==> src/rtl/ssa_pkg.sv <==
// constants and carrier types for the sync serial adapter control block
package ssa_pkg;

  // ---------------------------------------------------------------
  // register byte offsets
  // ---------------------------------------------------------------
  localparam logic [7:0] ADR_STATUS = 8'h00;
  localparam logic [7:0] ADR_PRIMARY = 8'h04;
  localparam logic [7:0] ADR_SELECTED = 8'h08;

  // select field values of primary_control
  localparam logic [1:0] SEL_DATA = 2'h0;
  localparam logic [1:0] SEL_SYNC_MODE = 2'h1;
  localparam logic [1:0] SEL_FORMAT = 2'h2;
  localparam logic [1:0] SEL_SYNC_CODE = 2'h3;

  // ---------------------------------------------------------------
  // field positions
  // ---------------------------------------------------------------
  localparam int PC_SEL_HI = 7;
  localparam int PC_SEL_LO = 6;
  localparam int PC_RIE = 5;
  localparam int PC_TIE = 4;
  localparam int PC_CLR_SYNC = 3;
  localparam int PC_STRIP = 2;
  localparam int PC_TX_RST = 1;
  localparam int PC_RX_RST = 0;
  localparam int SM_CLR_UF = 3;
  localparam int SM_CLR_CTS = 2;
  localparam int SM_ONE_SYNC = 1;
  localparam int SM_EXT_SYNC = 0;
  localparam int FC_EIE = 7;
  localparam int FC_TX_SYNC = 6;
  localparam int FC_WS_HI = 5;
  localparam int FC_WS_LO = 3;
  localparam int FC_ONE_BYTE = 2;
  localparam int FC_AUX_HI = 1;
  localparam int FC_AUX_LO = 0;

  // ---------------------------------------------------------------
  // reset values and fixed codes
  // ---------------------------------------------------------------
  localparam logic [7:0] PRIMARY_RST = 8'h03;
  localparam logic [7:0] SYNC_MODE_RST = 8'h00;
  localparam logic [7:0] FORMAT_RST = 8'h18;
  localparam logic [7:0] SYNC_CODE_RST = 8'h00;
  localparam logic [7:0] MARK_CHAR = 8'hFF;
  localparam logic [1:0] AUX_DRIVE_HIGH = 2'h0;
  localparam logic [1:0] AUX_DRIVE_LOW = 2'h2;
  localparam int FIFO_DEPTH = 3;
  localparam logic [1:0] ONE_CHAR = 2'h1;
  localparam logic [1:0] TWO_CHARS = 2'h2;

  typedef struct packed {
    logic irq;
    logic pe;
    logic ovrn;
    logic transmit_underflow_flag;
    logic cts;
    logic dcd;
    logic transmit_room_flag;
    logic receive_ready_flag;
  } ssa_status_t;

  typedef struct packed {
    logic parity_err;
    logic [7:0] data;
  } ssa_rx_entry_t;

endpackage

==> src/rtl/ssa_fifo.sv <==
// small flip-flop fifo used for the receive and transmit character queues
`timescale 1ns/10ps
module ssa_fifo #(
  parameter int WIDTH = 9,
  parameter int DEPTH = 3
) (
  input wire logic clk_i,
  input wire logic rst_i,
  input wire logic clear_i,
  input wire logic push_i,
  input wire logic pop_i,
  input wire logic [WIDTH-1:0] data_i,
  output logic [WIDTH-1:0] data_o,
  output logic [1:0] count_o,
  output logic full_o,
  output logic empty_o
);
  localparam logic [1:0] LAST = 2'(DEPTH - 1);
  logic [WIDTH-1:0] mem [DEPTH];
  logic [1:0] wr_idx;
  logic [1:0] rd_idx;
  logic do_push;
  logic do_pop;

  assign full_o = count_o == 2'(DEPTH);
  assign empty_o = count_o == 2'h0;
  assign do_push = push_i & ~full_o;
  assign do_pop = pop_i & ~empty_o;
  assign data_o = mem[rd_idx];

  always_ff @(posedge clk_i) begin
    if (rst_i || clear_i) begin
      wr_idx <= 2'h0;
      rd_idx <= 2'h0;
      count_o <= 2'h0;
    end else begin
      if (do_push) begin
        wr_idx <= (wr_idx == LAST) ? 2'h0 : wr_idx + 2'h1;
      end
      if (do_pop) begin
        rd_idx <= (rd_idx == LAST) ? 2'h0 : rd_idx + 2'h1;
      end
      count_o <= count_o + {1'b0, do_push} - {1'b0, do_pop};
    end
  end

  always_ff @(posedge clk_i) begin
    if (do_push) begin
      mem[wr_idx] <= data_i;
    end
  end
endmodule

==> src/rtl/ssa_serial_ctrl.sv <==
// control and status registers of the synchronous serial adapter
`timescale 1ns/10ps
module ssa_serial_ctrl (
  input wire logic clk_i,
  input wire logic rst_i,
  input wire logic wb_cyc_i,
  input wire logic wb_stb_i,
  input wire logic wb_we_i,
  input wire logic [7:0] wb_adr_i,
  input wire logic [3:0] wb_sel_i,
  input wire logic [31:0] wb_dat_i,
  output logic [31:0] wb_dat_o,
  output logic wb_ack_o,
  input wire logic cts_i,
  input wire logic dcd_i,
  input wire logic rx_char_valid_i,
  input wire logic [7:0] rx_char_i,
  input wire logic rx_is_sync_i,
  input wire logic rx_parity_err_i,
  input wire logic tx_load_i,
  output logic [7:0] tx_char_o,
  output logic tx_char_valid_o,
  output logic rx_enable_o,
  output logic tx_enable_o,
  output logic sync_clear_o,
  output logic one_sync_mode_o,
  output logic ext_sync_mode_o,
  output logic [2:0] word_format_o,
  output logic transmit_underflow_o,
  output logic aux_output_pin_o,
  output logic irq_n_o
);
  // ---------------------------------------------------------------
  // registers and declarations
  // ---------------------------------------------------------------
  logic [7:0] primary_control;
  logic [7:0] sync_mode_control;
  logic [7:0] format_interrupt_control;
  logic [7:0] sync_code;
  logic acc, wr, rd, wr_pri, wr_sm, wr_fc, wr_sc;
  logic data_rd, data_wr, status_rd;
  logic [1:0] sel_field;
  logic rx_in_reset, tx_in_reset, rx_rst_pulse, tx_rst_pulse;
  logic strip, one_byte, error_irq_enable, tx_sync;
  logic rx_push, rx_full, rx_empty, overrun_evt, rx_keep;
  logic [1:0] rx_count;
  ssa_pkg::ssa_rx_entry_t rx_in, rx_head;
  logic tx_pop, tx_full, tx_empty, uf_evt;
  logic [1:0] tx_count;
  logic [7:0] tx_head;
  logic cts_m, cts_s, cts_d, dcd_m, dcd_s, dcd_d;
  logic cts_rise, dcd_rise;
  logic cts_flag, dcd_flag, ovrn_flag, tuf_flag, armed;
  logic uf_set, clr_uf, cts_clr, pair_clear;
  logic receive_ready_flag, transmit_room_flag, pe, irq_now;
  ssa_pkg::ssa_status_t status_now;

  // ---------------------------------------------------------------
  // wishbone decode
  // ---------------------------------------------------------------
  assign acc = wb_cyc_i & wb_stb_i & ~wb_ack_o;
  assign wr = acc & wb_we_i & wb_sel_i[0];
  assign rd = acc & ~wb_we_i;
  assign sel_field = primary_control[ssa_pkg::PC_SEL_HI:ssa_pkg::PC_SEL_LO];
  assign wr_pri = wr & (wb_adr_i == ssa_pkg::ADR_PRIMARY);
  assign wr_sm = wr & (wb_adr_i == ssa_pkg::ADR_SELECTED)
                 & (sel_field == ssa_pkg::SEL_SYNC_MODE);
  assign wr_fc = wr & (wb_adr_i == ssa_pkg::ADR_SELECTED)
                 & (sel_field == ssa_pkg::SEL_FORMAT);
  assign wr_sc = wr & (wb_adr_i == ssa_pkg::ADR_SELECTED)
                 & (sel_field == ssa_pkg::SEL_SYNC_CODE);
  assign data_wr = wr & (wb_adr_i == ssa_pkg::ADR_SELECTED)
                   & (sel_field == ssa_pkg::SEL_DATA);
  assign data_rd = rd & (wb_adr_i == ssa_pkg::ADR_SELECTED)
                   & (sel_field == ssa_pkg::SEL_DATA);
  assign status_rd = rd & (wb_adr_i == ssa_pkg::ADR_STATUS);

  // ---------------------------------------------------------------
  // control registers
  // ---------------------------------------------------------------
  always_ff @(posedge clk_i) begin
    if (rst_i) begin
      primary_control <= ssa_pkg::PRIMARY_RST;
    end else if (wr_pri) begin
      primary_control <= wb_dat_i[7:0];
    end
  end

  always_ff @(posedge clk_i) begin
    if (rst_i) begin
      sync_mode_control <= ssa_pkg::SYNC_MODE_RST;
    end else if (wr_sm) begin
      // clear strobes are not stored
      sync_mode_control <= {6'h00, wb_dat_i[ssa_pkg::SM_ONE_SYNC:ssa_pkg::SM_EXT_SYNC]};
    end
  end

  always_ff @(posedge clk_i) begin
    if (rst_i) begin
      format_interrupt_control <= ssa_pkg::FORMAT_RST;
    end else if (wr_fc) begin
      format_interrupt_control <= wb_dat_i[7:0];
    end
  end

  always_ff @(posedge clk_i) begin
    if (rst_i) begin
      sync_code <= ssa_pkg::SYNC_CODE_RST;
    end else if (wr_sc) begin
      sync_code <= wb_dat_i[7:0];
    end
  end

  assign rx_in_reset = primary_control[ssa_pkg::PC_RX_RST];
  assign tx_in_reset = primary_control[ssa_pkg::PC_TX_RST];
  assign rx_rst_pulse = wr_pri & wb_dat_i[ssa_pkg::PC_RX_RST];
  assign tx_rst_pulse = wr_pri & wb_dat_i[ssa_pkg::PC_TX_RST];
  assign strip = primary_control[ssa_pkg::PC_STRIP];
  assign one_byte = format_interrupt_control[ssa_pkg::FC_ONE_BYTE];
  assign error_irq_enable = format_interrupt_control[ssa_pkg::FC_EIE];
  assign tx_sync = format_interrupt_control[ssa_pkg::FC_TX_SYNC];
  assign clr_uf = tx_rst_pulse | (wr_sm & wb_dat_i[ssa_pkg::SM_CLR_UF]);
  assign cts_clr = tx_rst_pulse | (wr_sm & wb_dat_i[ssa_pkg::SM_CLR_CTS]);

  // ---------------------------------------------------------------
  // receive queue
  // ---------------------------------------------------------------
  assign rx_keep = rx_char_valid_i & ~rx_in_reset
                   & ~(strip & rx_is_sync_i);
  assign rx_push = rx_keep & ~rx_full;
  assign overrun_evt = rx_keep & rx_full;
  assign rx_in = '{parity_err: rx_parity_err_i, data: rx_char_i};

  ssa_fifo #(
    .WIDTH(9),
    .DEPTH(ssa_pkg::FIFO_DEPTH)
  ) u_rx_fifo (
    .clk_i(clk_i),
    .rst_i(rst_i),
    .clear_i(rx_in_reset | rx_rst_pulse),
    .push_i(rx_push),
    .pop_i(data_rd),
    .data_i(rx_in),
    .data_o(rx_head),
    .count_o(rx_count),
    .full_o(rx_full),
    .empty_o(rx_empty)
  );

  // ---------------------------------------------------------------
  // transmit queue, preload allowed while held in reset
  // ---------------------------------------------------------------
  assign tx_pop = tx_load_i & ~tx_in_reset & ~tx_empty;
  assign uf_evt = tx_load_i & ~tx_in_reset & tx_empty;
  assign uf_set = uf_evt & tx_sync;

  ssa_fifo #(
    .WIDTH(8),
    .DEPTH(ssa_pkg::FIFO_DEPTH)
  ) u_tx_fifo (
    .clk_i(clk_i),
    .rst_i(rst_i),
    .clear_i(tx_rst_pulse),
    .push_i(data_wr),
    .pop_i(tx_pop),
    .data_i(wb_dat_i[7:0]),
    .data_o(tx_head),
    .count_o(tx_count),
    .full_o(tx_full),
    .empty_o(tx_empty)
  );

  always_ff @(posedge clk_i) begin
    if (rst_i) begin
      tx_char_o <= ssa_pkg::MARK_CHAR;
      tx_char_valid_o <= 1'b0;
    end else begin
      tx_char_valid_o <= tx_pop | uf_evt;
      if (tx_pop) begin
        tx_char_o <= tx_head;
      end else if (uf_evt) begin
        tx_char_o <= tx_sync ? sync_code : ssa_pkg::MARK_CHAR;
      end
    end
  end

  // ---------------------------------------------------------------
  // modem pin synchronisers
  // ---------------------------------------------------------------
  always_ff @(posedge clk_i) begin
    if (rst_i) begin
      cts_m <= 1'b0;
      cts_s <= 1'b0;
      cts_d <= 1'b0;
      dcd_m <= 1'b0;
      dcd_s <= 1'b0;
      dcd_d <= 1'b0;
    end else begin
      cts_m <= cts_i;
      cts_s <= cts_m;
      cts_d <= cts_s;
      dcd_m <= dcd_i;
      dcd_s <= dcd_m;
      dcd_d <= dcd_s;
    end
  end

  assign cts_rise = cts_s & ~cts_d;
  assign dcd_rise = dcd_s & ~dcd_d;
  assign pair_clear = rx_rst_pulse | (data_rd & armed);

  // ---------------------------------------------------------------
  // sticky flags, a set in the clearing cycle wins
  // ---------------------------------------------------------------
  always_ff @(posedge clk_i) begin
    if (rst_i || data_rd || rx_rst_pulse) begin
      armed <= 1'b0;
    end else if (status_rd) begin
      armed <= 1'b1;
    end
  end

  always_ff @(posedge clk_i) begin
    if (rst_i) begin
      ovrn_flag <= 1'b0;
    end else if (overrun_evt) begin
      ovrn_flag <= 1'b1;
    end else if (pair_clear) begin
      ovrn_flag <= 1'b0;
    end
  end

  always_ff @(posedge clk_i) begin
    if (rst_i) begin
      dcd_flag <= 1'b0;
    end else if (dcd_rise) begin
      dcd_flag <= 1'b1;
    end else if (pair_clear) begin
      dcd_flag <= 1'b0;
    end
  end

  always_ff @(posedge clk_i) begin
    if (rst_i) begin
      tuf_flag <= 1'b0;
    end else if (uf_set) begin
      tuf_flag <= 1'b1;
    end else if (clr_uf) begin
      tuf_flag <= 1'b0;
    end
  end

  always_ff @(posedge clk_i) begin
    if (rst_i) begin
      cts_flag <= 1'b0;
    end else if (cts_rise) begin
      cts_flag <= 1'b1;
    end else if (cts_clr) begin
      cts_flag <= 1'b0;
    end
  end

  // ---------------------------------------------------------------
  // status and interrupt
  // ---------------------------------------------------------------
  assign receive_ready_flag = rx_count >= (one_byte ? ssa_pkg::ONE_CHAR : ssa_pkg::TWO_CHARS);
  // room depends on free slots, inhibited by reset, and by cts unless ext sync mode is set
  assign transmit_room_flag = ~tx_in_reset
                & ~(cts_s & ~sync_mode_control[ssa_pkg::SM_EXT_SYNC])
                & ((2'(ssa_pkg::FIFO_DEPTH) - tx_count)
                   >= (one_byte ? ssa_pkg::ONE_CHAR : ssa_pkg::TWO_CHARS));
  assign pe = rx_head.parity_err & ~rx_empty;
  assign irq_now = (primary_control[ssa_pkg::PC_RIE] & receive_ready_flag)
                   | (primary_control[ssa_pkg::PC_TIE] & transmit_room_flag)
                   | (error_irq_enable & (pe | ovrn_flag | tuf_flag
                             | cts_flag | dcd_flag));

  always_comb begin
    status_now.irq = ~irq_n_o;
    status_now.pe = pe;
    status_now.ovrn = ovrn_flag;
    status_now.transmit_underflow_flag = tuf_flag;
    status_now.cts = cts_flag | cts_s;
    status_now.dcd = dcd_flag | dcd_s;
    status_now.transmit_room_flag = transmit_room_flag;
    status_now.receive_ready_flag = receive_ready_flag;
  end

  always_ff @(posedge clk_i) begin
    if (rst_i) begin
      irq_n_o <= 1'b1;
    end else begin
      irq_n_o <= ~irq_now;
    end
  end

  // ---------------------------------------------------------------
  // bus answer, unmapped reads return zero
  // ---------------------------------------------------------------
  always_ff @(posedge clk_i) begin
    if (rst_i) begin
      wb_ack_o <= 1'b0;
      wb_dat_o <= 32'h0000_0000;
    end else begin
      wb_ack_o <= acc;
      wb_dat_o <= 32'h0000_0000;
      if (rd) begin
        case (wb_adr_i)
          ssa_pkg::ADR_STATUS: wb_dat_o[7:0] <= status_now;
          ssa_pkg::ADR_PRIMARY: wb_dat_o[7:0] <= primary_control;
          ssa_pkg::ADR_SELECTED: begin
            case (sel_field)
              ssa_pkg::SEL_DATA: wb_dat_o[7:0] <= rx_head.data;
              ssa_pkg::SEL_SYNC_MODE: wb_dat_o[7:0] <= sync_mode_control;
              ssa_pkg::SEL_FORMAT: wb_dat_o[7:0] <= format_interrupt_control;
              default: wb_dat_o[7:0] <= sync_code;
            endcase
          end
          default: wb_dat_o <= 32'h0000_0000;
        endcase
      end
    end
  end

  // ---------------------------------------------------------------
  // outputs toward the serial engine and pins
  // ---------------------------------------------------------------
  always_ff @(posedge clk_i) begin
    if (rst_i) begin
      rx_enable_o <= 1'b0;
      tx_enable_o <= 1'b0;
      sync_clear_o <= 1'b0;
      one_sync_mode_o <= 1'b0;
      ext_sync_mode_o <= 1'b0;
      word_format_o <= ssa_pkg::FORMAT_RST[ssa_pkg::FC_WS_HI:ssa_pkg::FC_WS_LO];
      transmit_underflow_o <= 1'b0;
    end else begin
      rx_enable_o <= ~rx_in_reset;
      tx_enable_o <= ~tx_in_reset;
      sync_clear_o <= primary_control[ssa_pkg::PC_CLR_SYNC];
      one_sync_mode_o <= sync_mode_control[ssa_pkg::SM_ONE_SYNC];
      ext_sync_mode_o <= sync_mode_control[ssa_pkg::SM_EXT_SYNC];
      word_format_o <= format_interrupt_control[ssa_pkg::FC_WS_HI:ssa_pkg::FC_WS_LO];
      transmit_underflow_o <= tuf_flag & tx_sync;
    end
  end

  always_ff @(posedge clk_i) begin
    if (rst_i) begin
      aux_output_pin_o <= 1'b1;
    end else begin
      case (format_interrupt_control[ssa_pkg::FC_AUX_HI:ssa_pkg::FC_AUX_LO])
        ssa_pkg::AUX_DRIVE_HIGH: aux_output_pin_o <= 1'b1;
        ssa_pkg::AUX_DRIVE_LOW: aux_output_pin_o <= 1'b0;
        default: aux_output_pin_o <= aux_output_pin_o;
      endcase
    end
  end
endmodule

==> config.mk <==
export PLATFORM = sky130hd
export DESIGN_NAME = ssa_serial_ctrl
export DESIGN_NICKNAME = d
export VERILOG_FILES = /design/src/rtl/ssa_pkg.sv /design/src/rtl/ssa_fifo.sv /design/src/rtl/ssa_serial_ctrl.sv
export SDC_FILE = /design/constraint.sdc
export NUM_CORES = 1
export LEC_CHECK = 0
export ABC_CLOCK_PERIOD_IN_PS = 10970
export BUFFER_PORTS_ARGS = -buffer_cell sky130_fd_sc_hd__buf_2
export CAP_MARGIN = 10
export CORE_MARGIN = 2
export CORE_UTILIZATION = 46
export DETAILED_ROUTE_END_ITERATION = 10
export GPL_TIMING_DRIVEN = 0
export PLACE_DENSITY = 0.71
export SLEW_MARGIN = 10
export SYNTH_ARGS = -nofsm -noshare
export SYNTH_HDL_FRONTEND = slang
export SYNTH_SLANG_ARGS = --single-unit
export TNS_END_PERCENT = 20
==> constraint.sdc <==
create_clock -name clk_i -period 10.97 [get_ports clk_i]
set_clock_uncertainty 0.15 [all_clocks]
set_input_delay 3.291 -clock clk_i [delete_from_list [all_inputs] [get_ports clk_i]]
set_output_delay 3.291 -clock clk_i [all_outputs]
set_load 0.01 [all_outputs]
## After elaboration in Yosys (flattened, before gate mapping)

Memory sizes are Yosys's and may differ from the RTL's. A register that Yosys moved wholly into a read port is not among the register bits.
Index checks and enable logic that the tools add are counted.

- Memory bits (writable): 51
- Register bits after elaboration: 102
- Memories: 2
- Output and inout bits: 53
- Input port bits: 63

Memory list:

| name | depth | bits a word | read ports | clocked after Yosys merged registers in | wr ports | line | RTL |
|---|---|---|---|---|---|---|---|
| u_rx_fifo.mem | 3 | 9 | 1 | 1 | 1 | ssa_fifo.sv:19 | `logic [WIDTH-1:0] mem [DEPTH];` |
| u_tx_fifo.mem | 3 | 8 | 1 | 1 | 1 | ssa_fifo.sv:19 |  |

- Bitwise gates (word level): 71
- Eq/ne operators: 12
- $add $sub $neg: 9
- $lt $le $gt $ge: 2
- Reductions and logical operators: 16
- Muxes and demuxes: 26

Operator list:

| kind | count |
|---|---|
| case mux 8 bit (3 select lines) | 2 |
| bitwise AND 1 bit | 42 |
| two-way mux 8 bit | 3 |
| == test 2 bit, second input constant | 9 |
| two-way mux 2 bit | 9 |
| inverter 1 bit | 16 |
| bitwise OR 1 bit | 13 |
| nonzero test 2 bit | 6 |
| two-way mux 1 bit | 11 |
| adder 2 x 1 -> 2 bit, second input constant | 4 |
| == test 8 x 3 -> 1 bit, second input constant | 1 |
| == test 8 x 4 -> 1 bit, second input constant | 1 |
| zero test 2 bit | 4 |
| zero test 8 bit | 1 |
| adder 2 x 1 -> 2 bit | 2 |
| greater-or-equal comparator 2 bit | 2 |
| logical OR 1 bit | 4 |
| subtractor 2 x 1 -> 2 bit | 2 |
| == test 2 x 1 -> 1 bit, second input constant | 1 |
| case mux 1 bit (2 select lines) | 1 |
| OR reduction 2 bit | 1 |
| subtractor 2 bit, first input constant | 1 |

## Logic depth before layout (Yosys ltp)

- Word-level depth: 10
- Depth in mapped cells: 10
- Depth with buffers taken out: 9

## Cells and area by module

From an unflattened synthesis, not the netlist that was laid out.

- Cells, all modules: 561
- Area, all modules: 5845.6 sq um

By module, submodules not included:

| module | cells each | area each (sq um) | times used |
|---|---|---|---|
| ssa_serial_ctrl | 384 | 3173.0 | 1 |
| ssa_fifo (u_rx_fifo) | 92 | 1391.3 | 1 |
| ssa_fifo (u_tx_fifo) | 85 | 1281.2 | 1 |

## Worst setup path after synthesis

OpenSTA, ideal clock, no wires.

- Path type: input to register
- From: in wb_adr_i[1]
- To: mem u_tx_fifo.mem[0][0], enable pin
- Stages on the path: 3
- Data arrival time: 5.273 ns
- Setup time: 0.401 ns
- Required time: 10.419 ns
- Slack: 5.146 ns
- Buffers on the path: 0
- Cells stage by stage: or4_4 > nor4_4 > nor4b_1

- Word-level cells in the longest chain between the ends: 6

RTL lines:

| element | line | RTL |
|---|---|---|
| start: declaration | ssa_serial_ctrl.sv:9 | `input wire logic [7:0] wb_adr_i,` |
| == test 8 x 4 -> 1 bit | ssa_serial_ctrl.sv:72 | `assign data_wr = wr & (wb_adr_i == ssa_pkg::ADR_SELECTED)` |
| bitwise AND 1 bit | ssa_serial_ctrl.sv:72 |  |
| bitwise AND 1 bit | ssa_serial_ctrl.sv:73 | `& (sel_field == ssa_pkg::SEL_DATA);` |
| bitwise AND 1 bit | ssa_fifo.sv:27 | `assign do_push = push_i & ~full_o;` |
| two-way mux 1 bit | ssa_fifo.sv:48 | `if (do_push) begin` |
| two-way mux 1 bit (not written as such) | ssa_fifo.sv:49 | `mem[wr_idx] <= data_i;` |
| end: declaration | ssa_fifo.sv:19 |  |

Every way passes these cells.

## Worst setup path after layout

- From: in wb_adr_i[1]
- To: mem u_tx_fifo.mem[4][7] (netlist: u_tx_fifo.mem[2][7]), enable pin

The elaborated chain is that of the path after synthesis.

==> summary.md <==
| Metric | Value |
|---|---|
| Status | `finished, final reports clean` |
| Arr. time, crit path | `5.64 ns` |
| Total number of vias | `approximately 4000` |
| Primary FF master, synth | `dfxtp_1` |
| CTS hold repair buffers | `0` |
| Reg-to-Reg Start | `primary_control[6]$_SDFFE_PP0N_` |
| DRT Pass-1 Iters | `5` |
| Fraction of layout cells with a size suffix above 1 | `~24%` |
| Cts bufs inserted | `17` |
| Post-Route WL | `~13 mm` |
| Root Buffer | `clkbuf_16` |
| Worst hold path class | `reg -> reg` |
| Starting Density | `roughly 48%` |
| TritonCTS clock tree | `built` |
| Final setup viols | `0` |
| FILL cells | `973` |
| CP startpoint | `wb_adr_i[1]` |
| Max VDD drop | `approximately 0.14 mV` |
| Tot Pwr | `roughly 0.0011 W` |
| Worst Setup Start Kind | `input port` |
| R2R Setup Slk | `slightly below 8 ns` |
| Wire per inst | `roughly 16 um` |
| GRT Util Overall | `20.2%` |
| Critical-path maximum fanout | `8` |
| Chip width | `about 110 um` |
| Final nets | `a little under 700` |
| Slew Viols, Final | `0` |
| Finished Core Util | `58.3%` |
| Hold Path Depth | `1` |
| Slew Limit Headroom | `between 20% and 30%` |
| Cell variety after synth | `56` |
| Avg Cell Area, Syn | `between 10 and 15 sq um` |
| Worst path required time | `10.85 ns` |
| Setup tns final | `0 ns` |
| Post-DP Area | `between 0.006 and 0.007 sq mm` |
| Placer Congestion | `between 0.8 and 0.9` |
| Leading post-synthesis cells by cell area | `dfxtp_1 30%, edfxtp_1 28%, mux2i_1 4.6%, a21oi_1 3.9%, mux2_2 3.7%` |
| R2R Path End | `u_tx_fifo.mem[2][7]$_DFFE_PP_` |
| Die height | `between 100 and 150 um` |
| PwrDens | `167 mW/mm^2` |
| Synth warn | `0` |
| Vias in the first global route | `just under 4000` |
| Lkg Pwr | `roughly 2.6 nW` |
| Unrepaired setup endpoints after global routing | `false` |
| Ant. Diodes | `0` |
| Async set-or-reset flop fraction in the synthesized netlist | `0%` |
| Global route overflow | `0` |
| Residual DRC | `0` |
| Clock sinks | `around 130` |
| Area of the mapped netlist | `0.00549 sq mm` |
| Post-synth EDFFs | `51` |
| Period minus WS final | `just under 6 ns` |
| DIE AREA | `~0.013 sq mm` |
| Period utilisation layout | `~53%` |
| Post_cts resized | `0` |
| Clk buf depth | `2` |
| WS Path Type | `in -> reg` |
| Final Hold Viols | `0` |
| Post-synth top area cell | `dfxtp_1` |
| Fmax | `173 MHz` |
| Vias per cell | `around 5.2` |
| Most common cell after layout, fill and taps aside | `dfxtp_1` |
| I/O pin count | `approximately 120` |
| Post-CTS Setup Bufs | `0` |
| Largest net degree at the start of global routing | `17` |
| DP Wirelength | `9.02 mm` |
| Htree depth | `4` |
| Crit. End Element | `flip-flop` |
| Number of antenna violations at the first check in global routing | `0` |
| FP Rows | `39` |
| Seq cells post-synth | `133` |
| Fin area | `0.00671 sq mm` |
| CTS clock-pin slew for the worst setup and hold paths | `roughly 0.060 ns` |
| Final hold slack | `roughly 0.29 ns` |
| Drt initial violations | `240` |
| First-pass GRT wire length | `roughly 20 mm` |
| Register area share after synthesis | `between 50% and 60%` |
| Total core area | `between 0.01 and 0.015 sq mm` |
| Reg2reg path depth | `4` |
| Post-route ant nets | `0` |
| IO buf count | `63` |
| Most frequent cells in the layout | `82 x dfxtp_1, 64 x buf_2, 53 x nand2_1` |
| Synth Instances | `506` |
| Worst Max-Slew Pin Slew | `1.11 ns` |
| Share of the synthesized area in the top cell type | `around 30%` |
| CP endpoint | `u_tx_fifo.mem[2][7]$_DFFE_PP_` |
| Area Overhead vs Synth | `22.2%` |
| Worst-Skew Late Latency | `about 0.42 ns` |
| Max-Cap Viols | `0` |
==> cells by family (layout without fill, tap and decap cells) <==
kind of cell             after synthesis  after routing  share of synthesized area [%]
AND/OR/NAND/NOR                      166            166                           15.8
flip-flops                           133            133                           57.8
AO/OA/AOI/OAI                         89             89                           9.52
buffers and inverters                 62            158                           5.97
multiplexers                          44             44                           8.65
adder cells (fa/ha/maj)                7              7                           1.59
XOR/XNOR                               4              4                          0.638
other                                  1             24                         0.0683
==> routing by layer <==
metal  global-route usage, %  vias up  wire length, um
li1                        -     1960                -
met1                    23.6     1888             5380
met2                    34.7      123             6260
met3                    6.21       13              701
met4                    7.89        0              153
met5                       0        -                0
==> power breakdown <==
group	internal (W)	switching, W
sequential	0.000514	0.000000799
combinational	0.0000148	0.0000219
clock	0.000358	0.000209
total	0.000886	0.000232
==> sequential cells by signal (all words and copies together), names as in the netlist, 2 cells and up, named ones only <==
register,count
u_rx_fifo.count_o,2
tx_char_o,8
sync_code,8
u_tx_fifo.wr_idx,2
u_rx_fifo.mem,27
u_rx_fifo.wr_idx,2
sync_mode_control,2
u_rx_fifo.rd_idx,2
wb_dat_o,8
u_tx_fifo.count_o,2
format_interrupt_control,8
primary_control,8
u_tx_fifo.rd_idx,2
u_tx_fifo.mem,24
word_format_o,3
==> cells in the mapped netlist, types with 10 or more instances <==
cell type	count
a21oi_1	43
dfxtp_1	82
mux2_2	18
edfxtp_1	51
buf_4	25
nor3_1	10
nor2_1	36
o21ai_0	16
nand2_1	53
inv_1	14
nand3_1	10
nor2b_1	15
mux2i_1	25
clkbuf_1	19
o22ai_1	11
==> worst max-delay path, stage by stage <==
cell and delay, ns:
buf_2 0.11, or4_4 0.55, nor4_4 0.52, nand3_2 0.21, nor3b_1 0.97
==> worst min path at each step <==
stage,endpoint,startpoint
global placement,dcd_s$_SDFF_PP0_,dcd_m$_SDFF_PP0_
CTS,cts_s$_SDFF_PP0_,cts_m$_SDFF_PP0_
global route,cts_s$_SDFF_PP0_,cts_m$_SDFF_PP0_
detailed placement,cts_s$_SDFF_PP0_,cts_m$_SDFF_PP0_
finish,cts_s$_SDFF_PP0_,cts_m$_SDFF_PP0_
floorplan,cts_s$_SDFF_PP0_,cts_m$_SDFF_PP0_
==> cell type report <==
cell class	count	area [sq um]	area share, %
tap	143	179	2.67
inverter	14	52.6	0.783
clock inverter	7	52.6	0.783
sequential	133	3170	47.3
multi-input combinational	334	2100	31.2
buffer	48	275	4.10
timing repair buffer	64	323	4.81
clock buffer	25	562	8.37
==> stage by stage <==
step	cells	setup WS, ns
floorplan	529	5.15
global placement	735	4.34
detailed placement	736	4.71
CTS	768	5.14
global route	768	5.02
finish	768	5.21
Power figures use the tool's default switching activity.
